--- src/inc/dtc_defines.svh ---
// register offsets, field positions, reset values and mode codes
// assumes apb byte addressing; each register sits in one aligned word
`ifndef DTC_DEFINES_SVH
`define DTC_DEFINES_SVH
`define DTC_IDX_TMA        16'hff65
`define DTC_IDX_TMB        16'hff69
`define DTC_IDX_COC        16'hff6a
`define DTC_IDX_TACMP      16'h0100
`define DTC_IDX_TBCMP      16'h0101
`define DTC_IDX_TBHCMP     16'h0102
`define DTC_IDX_TACNT      16'h0103
`define DTC_IDX_TBCNT      16'h0104
`define DTC_RST_CTRL       8'h00
`define DTC_RUN_BIT        7
`define DTC_TA_CLK_LO      3
`define DTC_TA_MODE_BIT    1
`define DTC_TB_CLK_LO      3
`define DTC_TB_MODE_LO     1
`define DTC_TB_GATE_BIT    0
`define DTC_COC_REMOTE     2
`define DTC_COC_NEXT       1
`define DTC_COC_ACTIVE     0
`define DTC_TA_MASK        8'h9a
`define DTC_TB_MASK        8'hbf
`define DTC_COC_MASK       8'h07
`define DTC_MODE_DISCRETE  3'h0
`define DTC_MODE_CASCADE   3'h5
`define DTC_MODE_CARRIER   3'h3
`define DTC_MODE_PWM       3'h2
`define DTC_DIV_A_SLOW     64
`define DTC_DIV_A_SLOWER   256
`endif

--- src/inc/dtc_pkg.sv ---
// types shared by the timer pair
// assumes nothing beyond the defines header
package dtc_pkg;
   typedef enum logic [1:0] {DTC_DISCRETE, DTC_CASCADE, DTC_CARRIER, DTC_PWM} dtc_mode_t;
endpackage

--- src/core/dtc_timer.sv ---
// timer pair with mode, clock select, carrier output and apb register file
// assumes a single 100 mhz clock and an apb master with 32-bit data
`timescale 1ns/1ns
`include "dtc_defines.svh"

////////////////////////////////////////////////////////////////////////////////
// How it works
// - timer a control resets to zero
// - timer a run bit clears/stops or starts
// - timer a clock: /64, /256, b match, carrier
// - three-bit mode code selects four modes
// - cascade ignores timer a run bit
// - timer b run clears/starts both in cascade
// - cascade forces timer a clock as b clock
// - timer b clock: 1,4,2,4,8,16 divide
// - output gate selects port or timer
// - carrier control resets to zero
// - active one: carrier or steady high
// - active zero: output low, carrier halted
// - timer a match loads next into active
// - active bit writable only while gate off
// - next bit lost on carrier stop
// - low width from b compare, high from h compare
module dtc_timer #(
   parameter int DIV_A0 = `DTC_DIV_A_SLOW,
   parameter int DIV_A1 = `DTC_DIV_A_SLOWER
) (
   input  wire logic        sys_clk,
   input  wire logic        rst_n,
   input  wire logic        psel,
   input  wire logic        penable,
   input  wire logic        pwrite,
   input  wire logic [31:0] paddr,
   input  wire logic [31:0] pwdata,
   output logic      [31:0] prdata,
   output logic             pready,
   output logic             pslverr,
   input  wire logic        portLatch,
   output logic             timerOutputPin,
   output logic             timerAMatch,
   output logic             timerBMatch
);
   logic [7:0]  tmaCtrl_ff;
   logic [7:0]  tmbCtrl_ff;
   logic [2:0]  cocCtrl_ff;
   logic [7:0]  taCmp_ff;
   logic [7:0]  tbCmp_ff;
   logic [7:0]  tbHCmp_ff;
   logic [7:0]  taCnt_ff;
   logic [7:0]  tbCnt_ff;
   logic [7:0]  preA_ff;
   logic [3:0]  preB_ff;
   logic        tbLevel_ff;
   logic        prevAMatch_ff;
   logic        carrierRun_ff;
   logic        wrEn;
   logic        rdEn;
   logic        hit;
   logic [15:0] idx;
   logic [2:0]  modeCode;
   dtc_pkg::dtc_mode_t mode;
   logic        runA;
   logic        runB;
   logic        tickB;
   logic        tickA;
   logic        aEq;
   logic        bEq;
   logic        bHEq;
   logic        aMatch;
   logic        bMatch;
   logic        carrierMode;
   logic        nxt_out;

   ////////////////////////////////////////////////////////////////////////////
   // apb slave, zero wait states
   assign idx  = paddr[17:2];
   assign wrEn = psel && penable && pwrite;
   assign rdEn = psel && !penable && !pwrite;
   always_comb
   begin
      hit = 1'b1;
      unique case (idx)
         `DTC_IDX_TMA, `DTC_IDX_TMB, `DTC_IDX_COC, `DTC_IDX_TACMP,
         `DTC_IDX_TBCMP, `DTC_IDX_TBHCMP, `DTC_IDX_TACNT, `DTC_IDX_TBCNT: hit = 1'b1;
         default: hit = 1'b0;
      endcase
   end

   always_ff @(posedge sys_clk or negedge rst_n)
   begin
      if (!rst_n)
      begin
         pready  <= 1'b0;
         pslverr <= 1'b0;
      end
      else
      begin
         pready  <= psel && !penable;
         pslverr <= psel && !penable && !hit;
      end
   end

   always_ff @(posedge sys_clk or negedge rst_n)
   begin
      if (!rst_n)
         prdata <= 32'h0000_0000;
      else if (rdEn)
      begin
         unique case (idx)
            `DTC_IDX_TMA:    prdata <= {24'h00_0000, tmaCtrl_ff};
            `DTC_IDX_TMB:    prdata <= {24'h00_0000, tmbCtrl_ff};
            `DTC_IDX_COC:    prdata <= {29'h0000_0000, cocCtrl_ff};
            `DTC_IDX_TACMP:  prdata <= {24'h00_0000, taCmp_ff};
            `DTC_IDX_TBCMP:  prdata <= {24'h00_0000, tbCmp_ff};
            `DTC_IDX_TBHCMP: prdata <= {24'h00_0000, tbHCmp_ff};
            `DTC_IDX_TACNT:  prdata <= {24'h00_0000, taCnt_ff};
            `DTC_IDX_TBCNT:  prdata <= {24'h00_0000, tbCnt_ff};
            default:         prdata <= 32'h0000_0000;
         endcase
      end
   end

   ////////////////////////////////////////////////////////////////////////////
   // control registers; unused bits held at zero
   always_ff @(posedge sys_clk or negedge rst_n)
   begin
      if (!rst_n)
      begin
         tmaCtrl_ff <= `DTC_RST_CTRL;
         tmbCtrl_ff <= `DTC_RST_CTRL;
      end
      else if (wrEn)
      begin
         if (idx == `DTC_IDX_TMA)
            tmaCtrl_ff <= pwdata[7:0] & `DTC_TA_MASK;
         if (idx == `DTC_IDX_TMB)
            tmbCtrl_ff <= pwdata[7:0] & `DTC_TB_MASK;
      end
   end

   always_ff @(posedge sys_clk or negedge rst_n)
   begin
      if (!rst_n)
      begin
         taCmp_ff  <= 8'h00;
         tbCmp_ff  <= 8'h00;
         tbHCmp_ff <= 8'h00;
      end
      else if (wrEn)
      begin
         if (idx == `DTC_IDX_TACMP)
            taCmp_ff <= pwdata[7:0];
         if (idx == `DTC_IDX_TBCMP)
            tbCmp_ff <= pwdata[7:0];
         if (idx == `DTC_IDX_TBHCMP)
            tbHCmp_ff <= pwdata[7:0];
      end
   end

   // hardware load of the active bit wins over a software write
   always_ff @(posedge sys_clk or negedge rst_n)
   begin
      if (!rst_n)
         cocCtrl_ff <= 3'h0;
      else
      begin
         if (wrEn && idx == `DTC_IDX_COC)
         begin
            cocCtrl_ff[`DTC_COC_REMOTE] <= pwdata[`DTC_COC_REMOTE];
            cocCtrl_ff[`DTC_COC_NEXT]   <= pwdata[`DTC_COC_NEXT];
            if (!tmbCtrl_ff[`DTC_TB_GATE_BIT])
               cocCtrl_ff[`DTC_COC_ACTIVE] <= pwdata[`DTC_COC_ACTIVE];
         end
         // only the stop edge drops it, so a reload made while stopped survives
         else if (carrierRun_ff && !(carrierMode && runB))
            cocCtrl_ff[`DTC_COC_NEXT] <= 1'b0;
         if (aMatch && !prevAMatch_ff)
            cocCtrl_ff[`DTC_COC_ACTIVE] <= cocCtrl_ff[`DTC_COC_NEXT];
      end
   end

   ////////////////////////////////////////////////////////////////////////////
   // mode decode
   assign modeCode = {tmaCtrl_ff[`DTC_TA_MODE_BIT], tmbCtrl_ff[2:1]};
   always_comb
   begin
      unique case (modeCode)
         `DTC_MODE_CASCADE: mode = dtc_pkg::DTC_CASCADE;
         `DTC_MODE_CARRIER: mode = dtc_pkg::DTC_CARRIER;
         `DTC_MODE_PWM:     mode = dtc_pkg::DTC_PWM;
         default:           mode = dtc_pkg::DTC_DISCRETE; // prohibited codes fall back
      endcase
   end
   assign carrierMode = (mode == dtc_pkg::DTC_CARRIER);
   assign runB = tmbCtrl_ff[`DTC_RUN_BIT];
   assign runA = (mode == dtc_pkg::DTC_CASCADE) ? runB : tmaCtrl_ff[`DTC_RUN_BIT];

   ////////////////////////////////////////////////////////////////////////////
   // prescalers and clock selects
   always_ff @(posedge sys_clk or negedge rst_n)
   begin
      if (!rst_n)
      begin
         preA_ff <= 8'h00;
         preB_ff <= 4'h0;
      end
      else
      begin
         preA_ff <= preA_ff + 8'h01;
         preB_ff <= preB_ff + 4'h1;
      end
   end

   always_comb
   begin
      unique case (tmbCtrl_ff[5:3])
         3'h0:    tickB = 1'b1;
         3'h1:    tickB = preB_ff[1:0] == 2'h3;
         3'h2:    tickB = preB_ff[0];
         3'h3:    tickB = preB_ff[1:0] == 2'h3;
         3'h4:    tickB = preB_ff[2:0] == 3'h7;
         3'h5:    tickB = preB_ff == 4'hf;
         default: tickB = 1'b0; // prohibited codes hold the counter
      endcase
   end

   // in cascade timer a counts the b clock and b counts a's overflow
   always_comb
   begin
      if (mode == dtc_pkg::DTC_CASCADE)
         tickA = tickB;
      else
      begin
         unique case (tmaCtrl_ff[4:3])
            // divides are powers of two up to 256, so a mask finds the wrap
            2'h0: tickA = (preA_ff & 8'(DIV_A0 - 1)) == 8'(DIV_A0 - 1);
            2'h1: tickA = (preA_ff & 8'(DIV_A1 - 1)) == 8'(DIV_A1 - 1);
            2'h2: tickA = bMatch && tickB;
            2'h3: tickA = bMatch && tickB && tbLevel_ff;
         endcase
      end
   end

   ////////////////////////////////////////////////////////////////////////////
   // counters
   assign aEq  = taCnt_ff == taCmp_ff;
   assign bEq  = tbCnt_ff == tbCmp_ff;
   assign bHEq = tbCnt_ff == tbHCmp_ff;
   always_comb
   begin
      if (mode == dtc_pkg::DTC_CASCADE)
      begin
         aMatch = aEq && bEq;
         bMatch = aMatch;
      end
      else
      begin
         aMatch = aEq && runA;
         bMatch = runB && ((carrierMode || mode == dtc_pkg::DTC_PWM) ?
                           (tbLevel_ff ? bHEq : bEq) : bEq);
      end
   end

   always_ff @(posedge sys_clk or negedge rst_n)
   begin
      if (!rst_n)
         taCnt_ff <= 8'h00;
      else if (!runA)
         taCnt_ff <= 8'h00;
      else if (tickA)
         taCnt_ff <= aMatch ? 8'h00 : taCnt_ff + 8'h01;
   end

   always_ff @(posedge sys_clk or negedge rst_n)
   begin
      if (!rst_n)
         tbCnt_ff <= 8'h00;
      else if (!runB)
         tbCnt_ff <= 8'h00;
      else if (mode == dtc_pkg::DTC_CASCADE)
      begin
         if (tickB && aMatch)
            tbCnt_ff <= 8'h00;
         else if (tickB && taCnt_ff == 8'hff)
            tbCnt_ff <= tbCnt_ff + 8'h01;
      end
      else if (tickB)
         tbCnt_ff <= bMatch ? 8'h00 : tbCnt_ff + 8'h01;
   end

   // b output level toggles on each b match; cleared when stopped or when carrier mode has the active bit at zero
   always_ff @(posedge sys_clk or negedge rst_n)
   begin
      if (!rst_n)
         tbLevel_ff <= 1'b0;
      else if (!runB || (carrierMode && !cocCtrl_ff[`DTC_COC_ACTIVE]))
         tbLevel_ff <= 1'b0;
      else if (tickB && bMatch)
         tbLevel_ff <= !tbLevel_ff;
   end

   always_ff @(posedge sys_clk or negedge rst_n)
   begin
      if (!rst_n)
      begin
         prevAMatch_ff <= 1'b0;
         carrierRun_ff <= 1'b0;
         timerAMatch   <= 1'b0;
         timerBMatch   <= 1'b0;
      end
      else
      begin
         prevAMatch_ff <= aMatch;
         carrierRun_ff <= carrierMode && runB;
         timerAMatch   <= aMatch && tickA;
         timerBMatch   <= bMatch && tickB;
      end
   end

   ////////////////////////////////////////////////////////////////////////////
   // output pin
   always_comb
   begin
      if (!tmbCtrl_ff[`DTC_TB_GATE_BIT])
         nxt_out = portLatch;
      else if (!carrierMode)
         nxt_out = tbLevel_ff;
      else if (!cocCtrl_ff[`DTC_COC_ACTIVE])
         nxt_out = 1'b0;
      else
         nxt_out = cocCtrl_ff[`DTC_COC_REMOTE] ? 1'b1 : tbLevel_ff;
   end

   always_ff @(posedge sys_clk or negedge rst_n)
   begin
      if (!rst_n)
         timerOutputPin <= 1'b0;
      else
         timerOutputPin <= nxt_out;
   end

   ////////////////////////////////////////////////////////////////////////////
   // checks
   stopA_a: assert property (@(posedge sys_clk) disable iff (!rst_n)
      !runA |=> taCnt_ff == 8'h00) else $error("timer a not cleared when stopped");
   cascRun_a: assert property (@(posedge sys_clk) disable iff (!rst_n)
      (mode == dtc_pkg::DTC_CASCADE && !runB) |=> taCnt_ff == 8'h00)
      else $error("cascade timer a ran without b enable");
   stopB_a: assert property (@(posedge sys_clk) disable iff (!rst_n)
      !runB |=> tbCnt_ff == 8'h00) else $error("timer b not cleared when stopped");
   gateOff_a: assert property (@(posedge sys_clk) disable iff (!rst_n)
      !tmbCtrl_ff[0] |=> timerOutputPin == $past(portLatch))
      else $error("pin not under port control");
   remoteHigh_a: assert property (@(posedge sys_clk) disable iff (!rst_n)
      (tmbCtrl_ff[0] && carrierMode && cocCtrl_ff[0] && cocCtrl_ff[2]) |=> timerOutputPin)
      else $error("remote mode not high");
   activeLow_a: assert property (@(posedge sys_clk) disable iff (!rst_n)
      (tmbCtrl_ff[0] && carrierMode && !cocCtrl_ff[0]) |=> !timerOutputPin)
      else $error("output not low with active zero");
   reload_a: assert property (@(posedge sys_clk) disable iff (!rst_n)
      (aMatch && !prevAMatch_ff) |=> cocCtrl_ff[0] == $past(cocCtrl_ff[1]))
      else $error("active bit not reloaded");
   lockActive_a: assert property (@(posedge sys_clk) disable iff (!rst_n)
      (tmbCtrl_ff[0] && !(aMatch && !prevAMatch_ff)) |=> $stable(cocCtrl_ff[0]))
      else $error("active bit changed while gated");
   slave_a: assert property (@(posedge sys_clk) disable iff (!rst_n)
      (psel && !penable) |=> pready) else $error("apb answer late");
   cascCov_c: cover property (@(posedge sys_clk) mode == dtc_pkg::DTC_CASCADE && tickB);
   carrCov_c: cover property (@(posedge sys_clk) carrierMode && aMatch && tmbCtrl_ff[0]);
   pwmCov_c: cover property (@(posedge sys_clk) mode == dtc_pkg::DTC_PWM && bMatch);
endmodule // dtc_timer

--- config.mk ---
export PLATFORM = sky130hd
export DESIGN_NAME = dtc_timer
export DESIGN_NICKNAME = d
export VERILOG_FILES = /design/src/inc/dtc_pkg.sv /design/src/core/dtc_timer.sv
export VERILOG_INCLUDE_DIRS = /design/src /design/src/inc
export SDC_FILE = /design/constraint.sdc
export NUM_CORES = 1
export LEC_CHECK = 0
export BUFFER_PORTS_ARGS = -buffer_cell sky130_fd_sc_hd__buf_2
export CAP_MARGIN = 0
export CORE_MARGIN = 3
export CORE_UTILIZATION = 59
export CTS_CLUSTER_SIZE = 20
export DETAILED_ROUTE_END_ITERATION = 7
export GPL_ROUTABILITY_DRIVEN = 0
export GPL_TIMING_DRIVEN = 1
export HOLD_SLACK_MARGIN = 0.03
export PLACE_DENSITY_LB_ADDON = 0.25
export SLEW_MARGIN = 0
export SYNTH_ARGS = -nofsm -noshare
export SYNTH_HDL_FRONTEND = slang
export SYNTH_SLANG_ARGS = --single-unit
--- constraint.sdc ---
create_clock -name sys_clk -period 6.8 [get_ports sys_clk]
set_clock_uncertainty 0.05 [all_clocks]
set_input_delay 2.04 -clock sys_clk [delete_from_list [all_inputs] [get_ports sys_clk]]
set_output_delay 2.04 -clock sys_clk [all_outputs]
set_load 0.05 [all_outputs]
# After elaboration in Yosys (flattened, before gate mapping)
# Index checks and enable logic that the tools add are counted.
[word_totals]
regBits = 106
inputBits = 70
output_inout_bits = 37
word_cells = 133
[op_classes]
add_sub_neg = 4
eq_ne = 35
mux = 31
reduce_logical = 42
[op_table]
columns = ["cell", "n"]
rows = [
  ["$eq 16x9->1 const B", 5],
  ["$mux 8", 9],
  ["$pmux 8 s8", 1],
  ["$eq 16x16->1 const B", 3],
  ["$add 8x1->8 const B", 3],
  ["$eq 8x8->1", 3],
  ["$logic_and 1x1->1", 18],
  ["$mux 1", 18],
  ["$eq 8x8->1 const B", 2],
  ["$reduce_and 2->1", 7],
  ["$eq 3x2->1 const B", 4],
  ["$eq 3x3->1 const B", 4],
  ["$eq 2x2->1 const B", 5],
  ["$logic_not 1->1", 8],
  ["$reduce_or 8->1", 1],
  ["$eq 6x6->1 const B", 1],
  ["$pmux 2 s3", 1],
  ["$reduce_bool 2->1", 3],
  ["$pmux 1 s5", 1],
  ["$add 4x1->4 const B", 1],
  ["$eq 2x1->1 const B", 2],
  ["$eq 4x4->1 const B", 1],
  ["$ne 2x1->1 const B", 2],
  ["$ne 4x2->1 const B", 1],
  ["7 further kinds", 8],
]

# Longest topological paths before layout
# Gate-level depths: netlist of run 1.
[logic_depth]
word_depth = 13
depth_mapped = 9
mapped_depth_nobuf = 8

# Worst setup path before layout of run 1
# OpenSTA, ideal clock, no wires.
[synth_timing]
path_type = "in2reg"
from = "input paddr[6]"
to = "register cocCtrl_ff[0]"
setup_time_ns = 0.125
arrival_ns = 3.645
t_required_ns = 6.625
path_slack_ns = 2.980
cell_stages = 6
path_buffers = 0
path_cell_list = "or3b_1 nor4_2 nand4_1 nor2_1 mux2_2 mux2_2"
[synth_between]
elab_chain_len = 4
[synth_lines]
columns = ["item", "line", "text"]
rows = [
  ["start, declared", "dtc_timer.sv:33", "input wire logic [31:0] paddr,"],
  ["$eq 16x16->1", "-", ""],
  ["$logic_and 1x1->1 (no line)", "-", ""],
  ["$reduce_bool 2->1 (no line)", "-", ""],
  ["$reduce_and 2->1 (no line)", "-", ""],
  ["end signal, assigned by index", "dtc_timer.sv:169", "cocCtrl_ff[`DTC_COC_REMOTE] <= pwdata[`DTC_COC_REMOTE];"],
  ["end signal, assigned by index", "dtc_timer.sv:170", "cocCtrl_ff[`DTC_COC_NEXT] <= pwdata[`DTC_COC_NEXT];"],
  ["end signal, assigned by index", "dtc_timer.sv:172", "cocCtrl_ff[`DTC_COC_ACTIVE] <= pwdata[`DTC_COC_ACTIVE];"],
  ["end, declared", "dtc_timer.sv:45", "logic [2:0] cocCtrl_ff;"],
]
# Every way passes these cells.
# A chain may end at the register's enable or synchronous reset.

# Worst setup path after layout of run 1
[layout_timing]
from = "input paddr[6]"
to = "register tmbCtrl_ff[1]"
[layout_between]
elab_chain_len = 2
[layout_lines]
columns = ["item", "line", "text"]
rows = [
  ["$eq 16x16->1", "-", ""],
  ["$reduce_and 2->1 (no line)", "-", ""],
  ["end signal, assigned", "dtc_timer.sv:130", "tmbCtrl_ff <= `DTC_RST_CTRL;"],
  ["end signal, assigned", "dtc_timer.sv:137", "tmbCtrl_ff <= pwdata[7:0] & `DTC_TB_MASK;"],
  ["end, declared", "dtc_timer.sv:44", "logic [7:0] tmbCtrl_ff;"],
]
# Every way passes these cells.

==> flow_summary_export.csv, run 1 <==
group,metric,value,unit
outcome,status,"completed",
critical_path,critical_path_peak_fanout,8,
clock_network,holdBufCountCts,0,
detailed_routing,antenna_left,0,
floorplan,die_area,0.00906,mm^2
clock_network,clock-sinks,82,
finish,drive_gt1_share,27.5,%
critical_path,r2r_end,"tbCnt_ff[2]$_DFFE_PN0P_",
finish,fin_cells,557,
logic_synthesis,synth-edff-count,0,
logic_synthesis,ys_types,64,
grt,grt.total_usage,24.8,%
logic_synthesis,synth-seq-cells,82,
power,swShare,27.8,%
detailed_routing,wirelength,10500,um
clock_network,cts-buffers-inserted,9,
sta,fmax,258,MHz
finish,finish.utilization,67.3,%
logic_synthesis,ys.flop_type,"dfrtp_1",
finish,fillers,577,
finish,area_delta_synth_final,7.25,%
critical_path,timing.rr.start,"preB_ff[0]$_DFF_PN0_",
floorplan,die_w,95.2,um
clock_network,cts_root_buf,"clkbuf_8",
floorplan,initial_core_util,62.7,%
grt,grt_pass1_wl,17000,um
logic_synthesis,synth-seq-area-share,43.7,%
finish,nets,528,
critical_path,end_kind,"flop",
power,power_density,175,mW/mm^2
placed_design,placed_cells,541,
detailed_routing,drt_iter0_drc,287,
sta,fin_crit,3.87,ns
sta,tightest_slew,1.01,ns
min_path,hold_depth,1,
min_path,holdCritPathClass,"reg2reg",
power,p_int,0.637,mW
detailed_routing,drcViolationCount,0,
power,p_switching,0.246,mW
detailed_routing,vias_per_cell,6.20,
clock_network,cts_max_path_buffers,2,
clock_network,htree_levels,3,
logic_synthesis,async_flop_share,100,%
grt,grt_max_degree,83,
power,p_seq_share,55.3,%
floorplan,io_pins,107,
grt,overflow,0,
power,p_leak,2.32,nW
critical_path,critPathArrivalTime,4.06,ns
critical_path,cp-start-kind,"input pin",
grt,antenna_found_initial,0,
sta,final-hold-violation-count,0,
clock_network,path_clk_slew,0.08,ns
power,peakVddDrop,0.000151,V
sta,finalSetupViolCount,0,
clock_network,cts_tree,"built",
sta,slew_headroom,32.8,%
logic_synthesis,synth.cell_area,0.00469,mm^2
logic_synthesis,syn_inst,419,
detailed_routing,drt_pre_antenna_iters,5,
min_path,hold_path.startpoint,"preA_ff[0]$_DFF_PN0_",
floorplan,core_area,0.00749,mm^2
sta,maxSlewViolCount,0,
sta,rsz0062_at_grt,"no",
sta,tns,0,ns
detailed_routing,wl_per_cell,18.9,um
floorplan,row_count,31,
min_path,hold_end,"preA_ff[0]$_DFF_PN0_",
critical_path,worst-setup-path-type,"in2reg",
clock_network,post_cts_buffers,0,
placed_design,numPortBuffers,42,
detailed_routing,vias,3454,
sta,fin_crit_sh,56.9,%
finish,diodes,0,
placed_design,hpwlAfterDp,7830,um
logic_synthesis,yosysWarnings,0,
floorplan,fp.dieH,95.2,um
critical_path,worstPathRequired,6.99,ns
clock_network,cts_resized,0,
critical_path,reg2reg_depth,8,
critical_path,r2r_slack,4.05,ns
power,p_comb_share,7.4,%
power,clockPowerShare,37.2,%
flow_run,drv_cap,0,
logic_synthesis,postSynthAreaPerCell,11.2,um^2
grt,grt_pass1_vias,3264,
clock_network,clk_latency,0.36,ns
## cells in the final DEF (no fill, tap or decap), types with 5 or more instances in the layout
cell,netlist,routed
nand4_1,10,10
conb_1,1,24
mux4_2,8,8
inv_1,10,10
o21ai_1,7,7
and3_1,10,10
a21oi_1,13,13
mux2_2,38,38
dfrtp_1,82,82
a22o_1,7,7
ha_1,5,5
xnor2_1,27,27
nor2_1,10,10
buf_2,6,41
clkbuf_8,0,9
o211ai_2,5,5
nand2_1,24,24
nor2b_1,10,10
nand3_1,26,26
o32ai_1,6,6
## cell usage after synthesis, types with 3 or more instances
cell type / n / area share [%]
nand2_1: 24 / 1.9
o21ai_1: 7 / 0.75
ha_1: 5 / 1.3
a21o_1: 4 / 0.64
nor4_2: 3 / 0.80
nand4_1: 10 / 1.3
o32ai_1: 6 / 1.1
a221oi_1: 3 / 0.56
nor3_1: 3 / 0.32
buf_4: 25 / 4.0
o21ai_0: 4 / 0.43
nor2_1: 10 / 0.80
buf_2: 6 / 0.64
dfrtp_1: 82 / 44
xnor2_1: 27 / 5.0
or2_2: 3 / 0.40
inv_1: 10 / 0.80
xor2_1: 3 / 0.56
a21oi_1: 13 / 1.4
nand4b_1: 3 / 0.56
nand3_1: 26 / 2.8
mux2_2: 38 / 9.1
o211ai_2: 5 / 1.3
buf_1: 3 / 0.24
a22o_1: 7 / 1.3
and3_1: 10 / 1.3
nor2b_1: 10 / 1.3
a22oi_1: 4 / 0.64
clkbuf_1: 7 / 0.56
mux4_2: 8 / 3.8
nand2b_1: 4 / 0.53
a222oi_1: 4 / 0.85
## worst max-delay path, stage by stage
cell and delay (ns):
buf_2 0.09, or3b_1 0.42, nor4_2 0.37, and3_1 0.43, nand2_1 0.34, mux2_2 0.37
## cells by family (layout without fill, tap and decap cells)
kind of cell	after synthesis	after routing	synth area share, %
other cells	1	24	0.0799
fa+ha+maj	5	5	1.33
simple gates	130	130	17.1
mux	47	47	13.2
flops	82	82	43.7
xor+xnor	31	31	5.94
buf+inv	52	68	6.48
compound gates	71	71	12.2
## flip-flops by register name, summed over array words and instances, names as in the netlist, 3 cells and up
name	flops
preB_ff	4
tbCmp_ff	8
tmaCtrl_ff	4
cocCtrl_ff	3
tbCnt_ff	8
preA_ff	8
tbHCmp_ff	8
tmbCtrl_ff	7
taCmp_ff	8
taCnt_ff	8
prdata	8
## final cells by class
class | count | area [um^2] | area share [%]
tap | 99 | 124 | 2.46
sequential | 82 | 2050 | 40.8
multi-input combinational | 308 | 2420 | 48.2
timing repair buffer | 42 | 213 | 4.22
clock inverter | 7 | 60.1 | 1.19
inverter | 10 | 37.5 | 0.746
clock buffer | 9 | 124 | 2.46
## metal layers
metal  vias up  GRT usage (%)  part of all wire, %  routed length (um)
li1       1566              -                    -                   -
met1      1713           35.4                   43                4550
met2       152           36.8                   47                4900
met3        23           5.60                  7.4                 774
met4         0           10.1                  2.7                 280
met5         -              0                    0                   0
## power by group through the flow
stage / Combinational, mW / Clock [mW] / Sequential, mW
3_3_place_gp: 0.0654 / 0 / 0.498
4_1_cts: 0.0662 / 0.337 / 0.488
6_report: 0.0657 / 0.329 / 0.488
3_5_place_dp: 0.0661 / 0 / 0.498
5_1_grt: 0.0714 / 0.359 / 0.488
2_1_floorplan: 0.0493 / 0 / 0.501
## per-stage QoR
step	total power, mW	hold WS, ns	setup slack (ns)	instance area [um^2]
floorplan	0.551	0.388	2.98	4780
global placement	0.563	0.406	2.65	4850
detailed placement	0.564	0.414	2.61	4850
CTS	0.891	0.429	2.98	5030
global route	0.919	0.449	2.83	5030
finish	0.883	0.424	2.93	5030
## worst max path at each step
stage          startpoint                        end  slack [ns]  cells past startpoint
2_1_floorplan    paddr[6]  cocCtrl_ff[0]$_DFFE_PN0P_        2.98                      6
3_3_place_gp     paddr[6]  tmbCtrl_ff[2]$_DFFE_PN0P_        2.65                      6
3_5_place_dp     paddr[6]  tmbCtrl_ff[7]$_DFFE_PN0P_        2.61                      6
4_1_cts          paddr[6]  tmbCtrl_ff[1]$_DFFE_PN0P_        2.98                      6
5_1_grt          paddr[7]    taCmp_ff[0]$_DFFE_PN0P_        2.83                      7
6_report         paddr[6]  tmbCtrl_ff[1]$_DFFE_PN0P_        2.93                      6
(Power assumes the default switching activity.)
==> inputs of run 2 (changes only) <==
Settings changed: CORE_UTILIZATION 59 to 55.
Clock period 6.8 ns to 4 ns, I/O delays scaled along.
==> run 2 against run 1 <==
Effect of this change: final area rose by 0.55%; non-clock buffer count unchanged; largest cell class unchanged; sequential share of layout area decreased by 0.22 points; highest routed layer unchanged; die area increased by 6.8%.
==> flow_summary_export.csv, run 2 (synthesized netlist as in run 1, its figures left out) <==
group,metric,value,unit
outcome,status,"completed",
clock_network,post_cts_buffers,0,
sta,tns,0,ns
clock_network,cts_resized,0,
power,p_leak,2.33,nW
clock_network,cts_max_path_buffers,2,
sta,fin_crit,3.05,ns
floorplan,row_count,33,
critical_path,worst-setup-path-type,"in2reg",
power,peakVddDrop,0.000247,V
sta,slew_headroom,31.1,%
grt,grt.total_usage,22.4,%
grt,overflow,0,
clock_network,cts_tree,"built",
clock_network,holdBufCountCts,0,
detailed_routing,drcViolationCount,0,
finish,final_common_cell,"dfrtp_1",
critical_path,r2r_end,"tbCnt_ff[2]$_DFFE_PN0P_",
critical_path,cp-start-kind,"input pin",
flow_run,drv_cap,0,
grt,antenna_found_initial,0,
detailed_routing,drt_pre_antenna_iters,5,
sta,fin_ws,0.948,ns
grt,grt_pass1_vias,3372,
critical_path,worstPathRequired,4.19,ns
min_path,holdCritPathClass,"reg2reg",
floorplan,io_pins,107,
critical_path,critPathArrivalTime,3.24,ns
critical_path,endpoint,"tmbCtrl_ff[7]$_DFFE_PN0P_",
grt,grt_max_degree,83,
finish,final_cell_mix,"dfrtp_1 (82), buf_2 (41), mux2_2 (38)",
finish,diodes,0,
sta,fin_crit_sh,76.3,%
floorplan,die_area,0.00968,mm^2
clock_network,cts_root_buf,"clkbuf_8",
detailed_routing,vias,3485,
critical_path,reg2reg_depth,8,
placed_design,placed_cells,547,
placed_design,hpwlAfterDp,7710,um
floorplan,die_w,98.4,um
detailed_routing,wirelength,10400,um
sta,tightest_slew,1.03,ns
detailed_routing,drt_iter0_drc,255,
sta,finalSetupViolCount,0,
critical_path,cp-startpoint,"paddr[6]",
finish,area_delta_synth_final,7.84,%
critical_path,r2r_slack,1.21,ns
finish,fin_cells,563,
critical_path,timing.rr.start,"preB_ff[0]$_DFF_PN0_",
sta,maxSlewViolCount,0,
power,power_density,308,mW/mm^2
detailed_routing,vias_per_cell,6.19,
placed_design,dp_slack,0.616,ns
clock_network,clk_latency,0.35,ns
finish,nets,528,
detailed_routing,antenna_left,0,
detailed_routing,wl_per_cell,18.6,um
finish,fillers,670,
placed_design,numPortBuffers,42,
grt,grt_pass1_wl,17300,um
finish,drive_gt1_share,27.3,%
clock_network,htree_levels,3,
floorplan,fp.dieH,98.4,um
floorplan,core_area,0.00826,mm^2
sta,final-hold-violation-count,0,
sta,fmax,328,MHz
clock_network,cts-buffers-inserted,9,
critical_path,critical_path_peak_fanout,8,
clock_network,clock-sinks,82,
sta,rsz0062_at_grt,"no",
critical_path,end_kind,"flop",
clock_network,path_clk_slew,0.09,ns
power,finalPower,1.56,mW
floorplan,initial_core_util,56.8,%
## run 2: changes by cell type in the layout (fill, tap and decap cells not counted), sizes merged
cell	before	now
bufinv	0	1
clkbuf	9	11
clkinv	3	1
clkinvlp	1	2
inv	13	11
## run 2: layout make-up
class                           count  area, um^2  share of cell area, %
Clock buffer                       11         141                   2.79
Clock inverter                      5        62.6                   1.24
Inverter                           10        37.5                  0.741
Multi-Input combinational cell    308        2420                   47.9
Sequential cell                    82        2050                   40.5
Tap cell                          105         131                   2.60
Timing Repair Buffer               42         213                   4.20
## run 2: critical path, stage by stage
cell	delay, ns
buf_2	0.09
or3b_1	0.43
nor4_2	0.38
and3_1	0.44
nand2_1	0.33
mux2_2	0.36
## run 2: where the power goes
group / switching (mW) / internal [mW]
Clock: 0.309 / 0.309
Sequential: 0.000312 / 0.830
Combinational: 0.0937 / 0.0184
Total: 0.403 / 1.16
## run 2: worst min path at each step
stage | start | to | slack, ns | depth (start not counted)
after floorplan | preB_ff[0]$_DFF_PN0_ | preB_ff[0]$_DFF_PN0_ | 0.39 | 1
after global placement | preB_ff[0]$_DFF_PN0_ | preB_ff[0]$_DFF_PN0_ | 0.40 | 1
after detailed placement | prdata[7]$_DFFE_PN0P_ | prdata[7]$_DFFE_PN0P_ | 0.41 | 1
after CTS | preA_ff[0]$_DFF_PN0_ | preA_ff[0]$_DFF_PN0_ | 0.43 | 1
after global routing | preB_ff[0]$_DFF_PN0_ | preB_ff[0]$_DFF_PN0_ | 0.46 | 1
final | preB_ff[0]$_DFF_PN0_ | preB_ff[0]$_DFF_PN0_ | 0.42 | 1
## run 2: routing by layer
layer | GRT usage (%) | vias up | routed length (um)
li1 | - | 1575 | -
met1 | 32.1 | 1765 | 4740
met5 | 0 | - | 0
met2 | 33.7 | 130 | 4860
met3 | 4.93 | 15 | 676
met4 | 7.67 | 0 | 171
## run 2: stage by stage
stage | hold WS [ns] | area, um^2 | util, %
final | 0.424 | 5060 | 61.3
after global routing | 0.462 | 5060 | 61.3
after CTS | 0.430 | 5060 | 61.3
after detailed placement | 0.415 | 4860 | 58.8
after global placement | 0.403 | 4860 | 58.8
after floorplan | 0.388 | 4780 | -
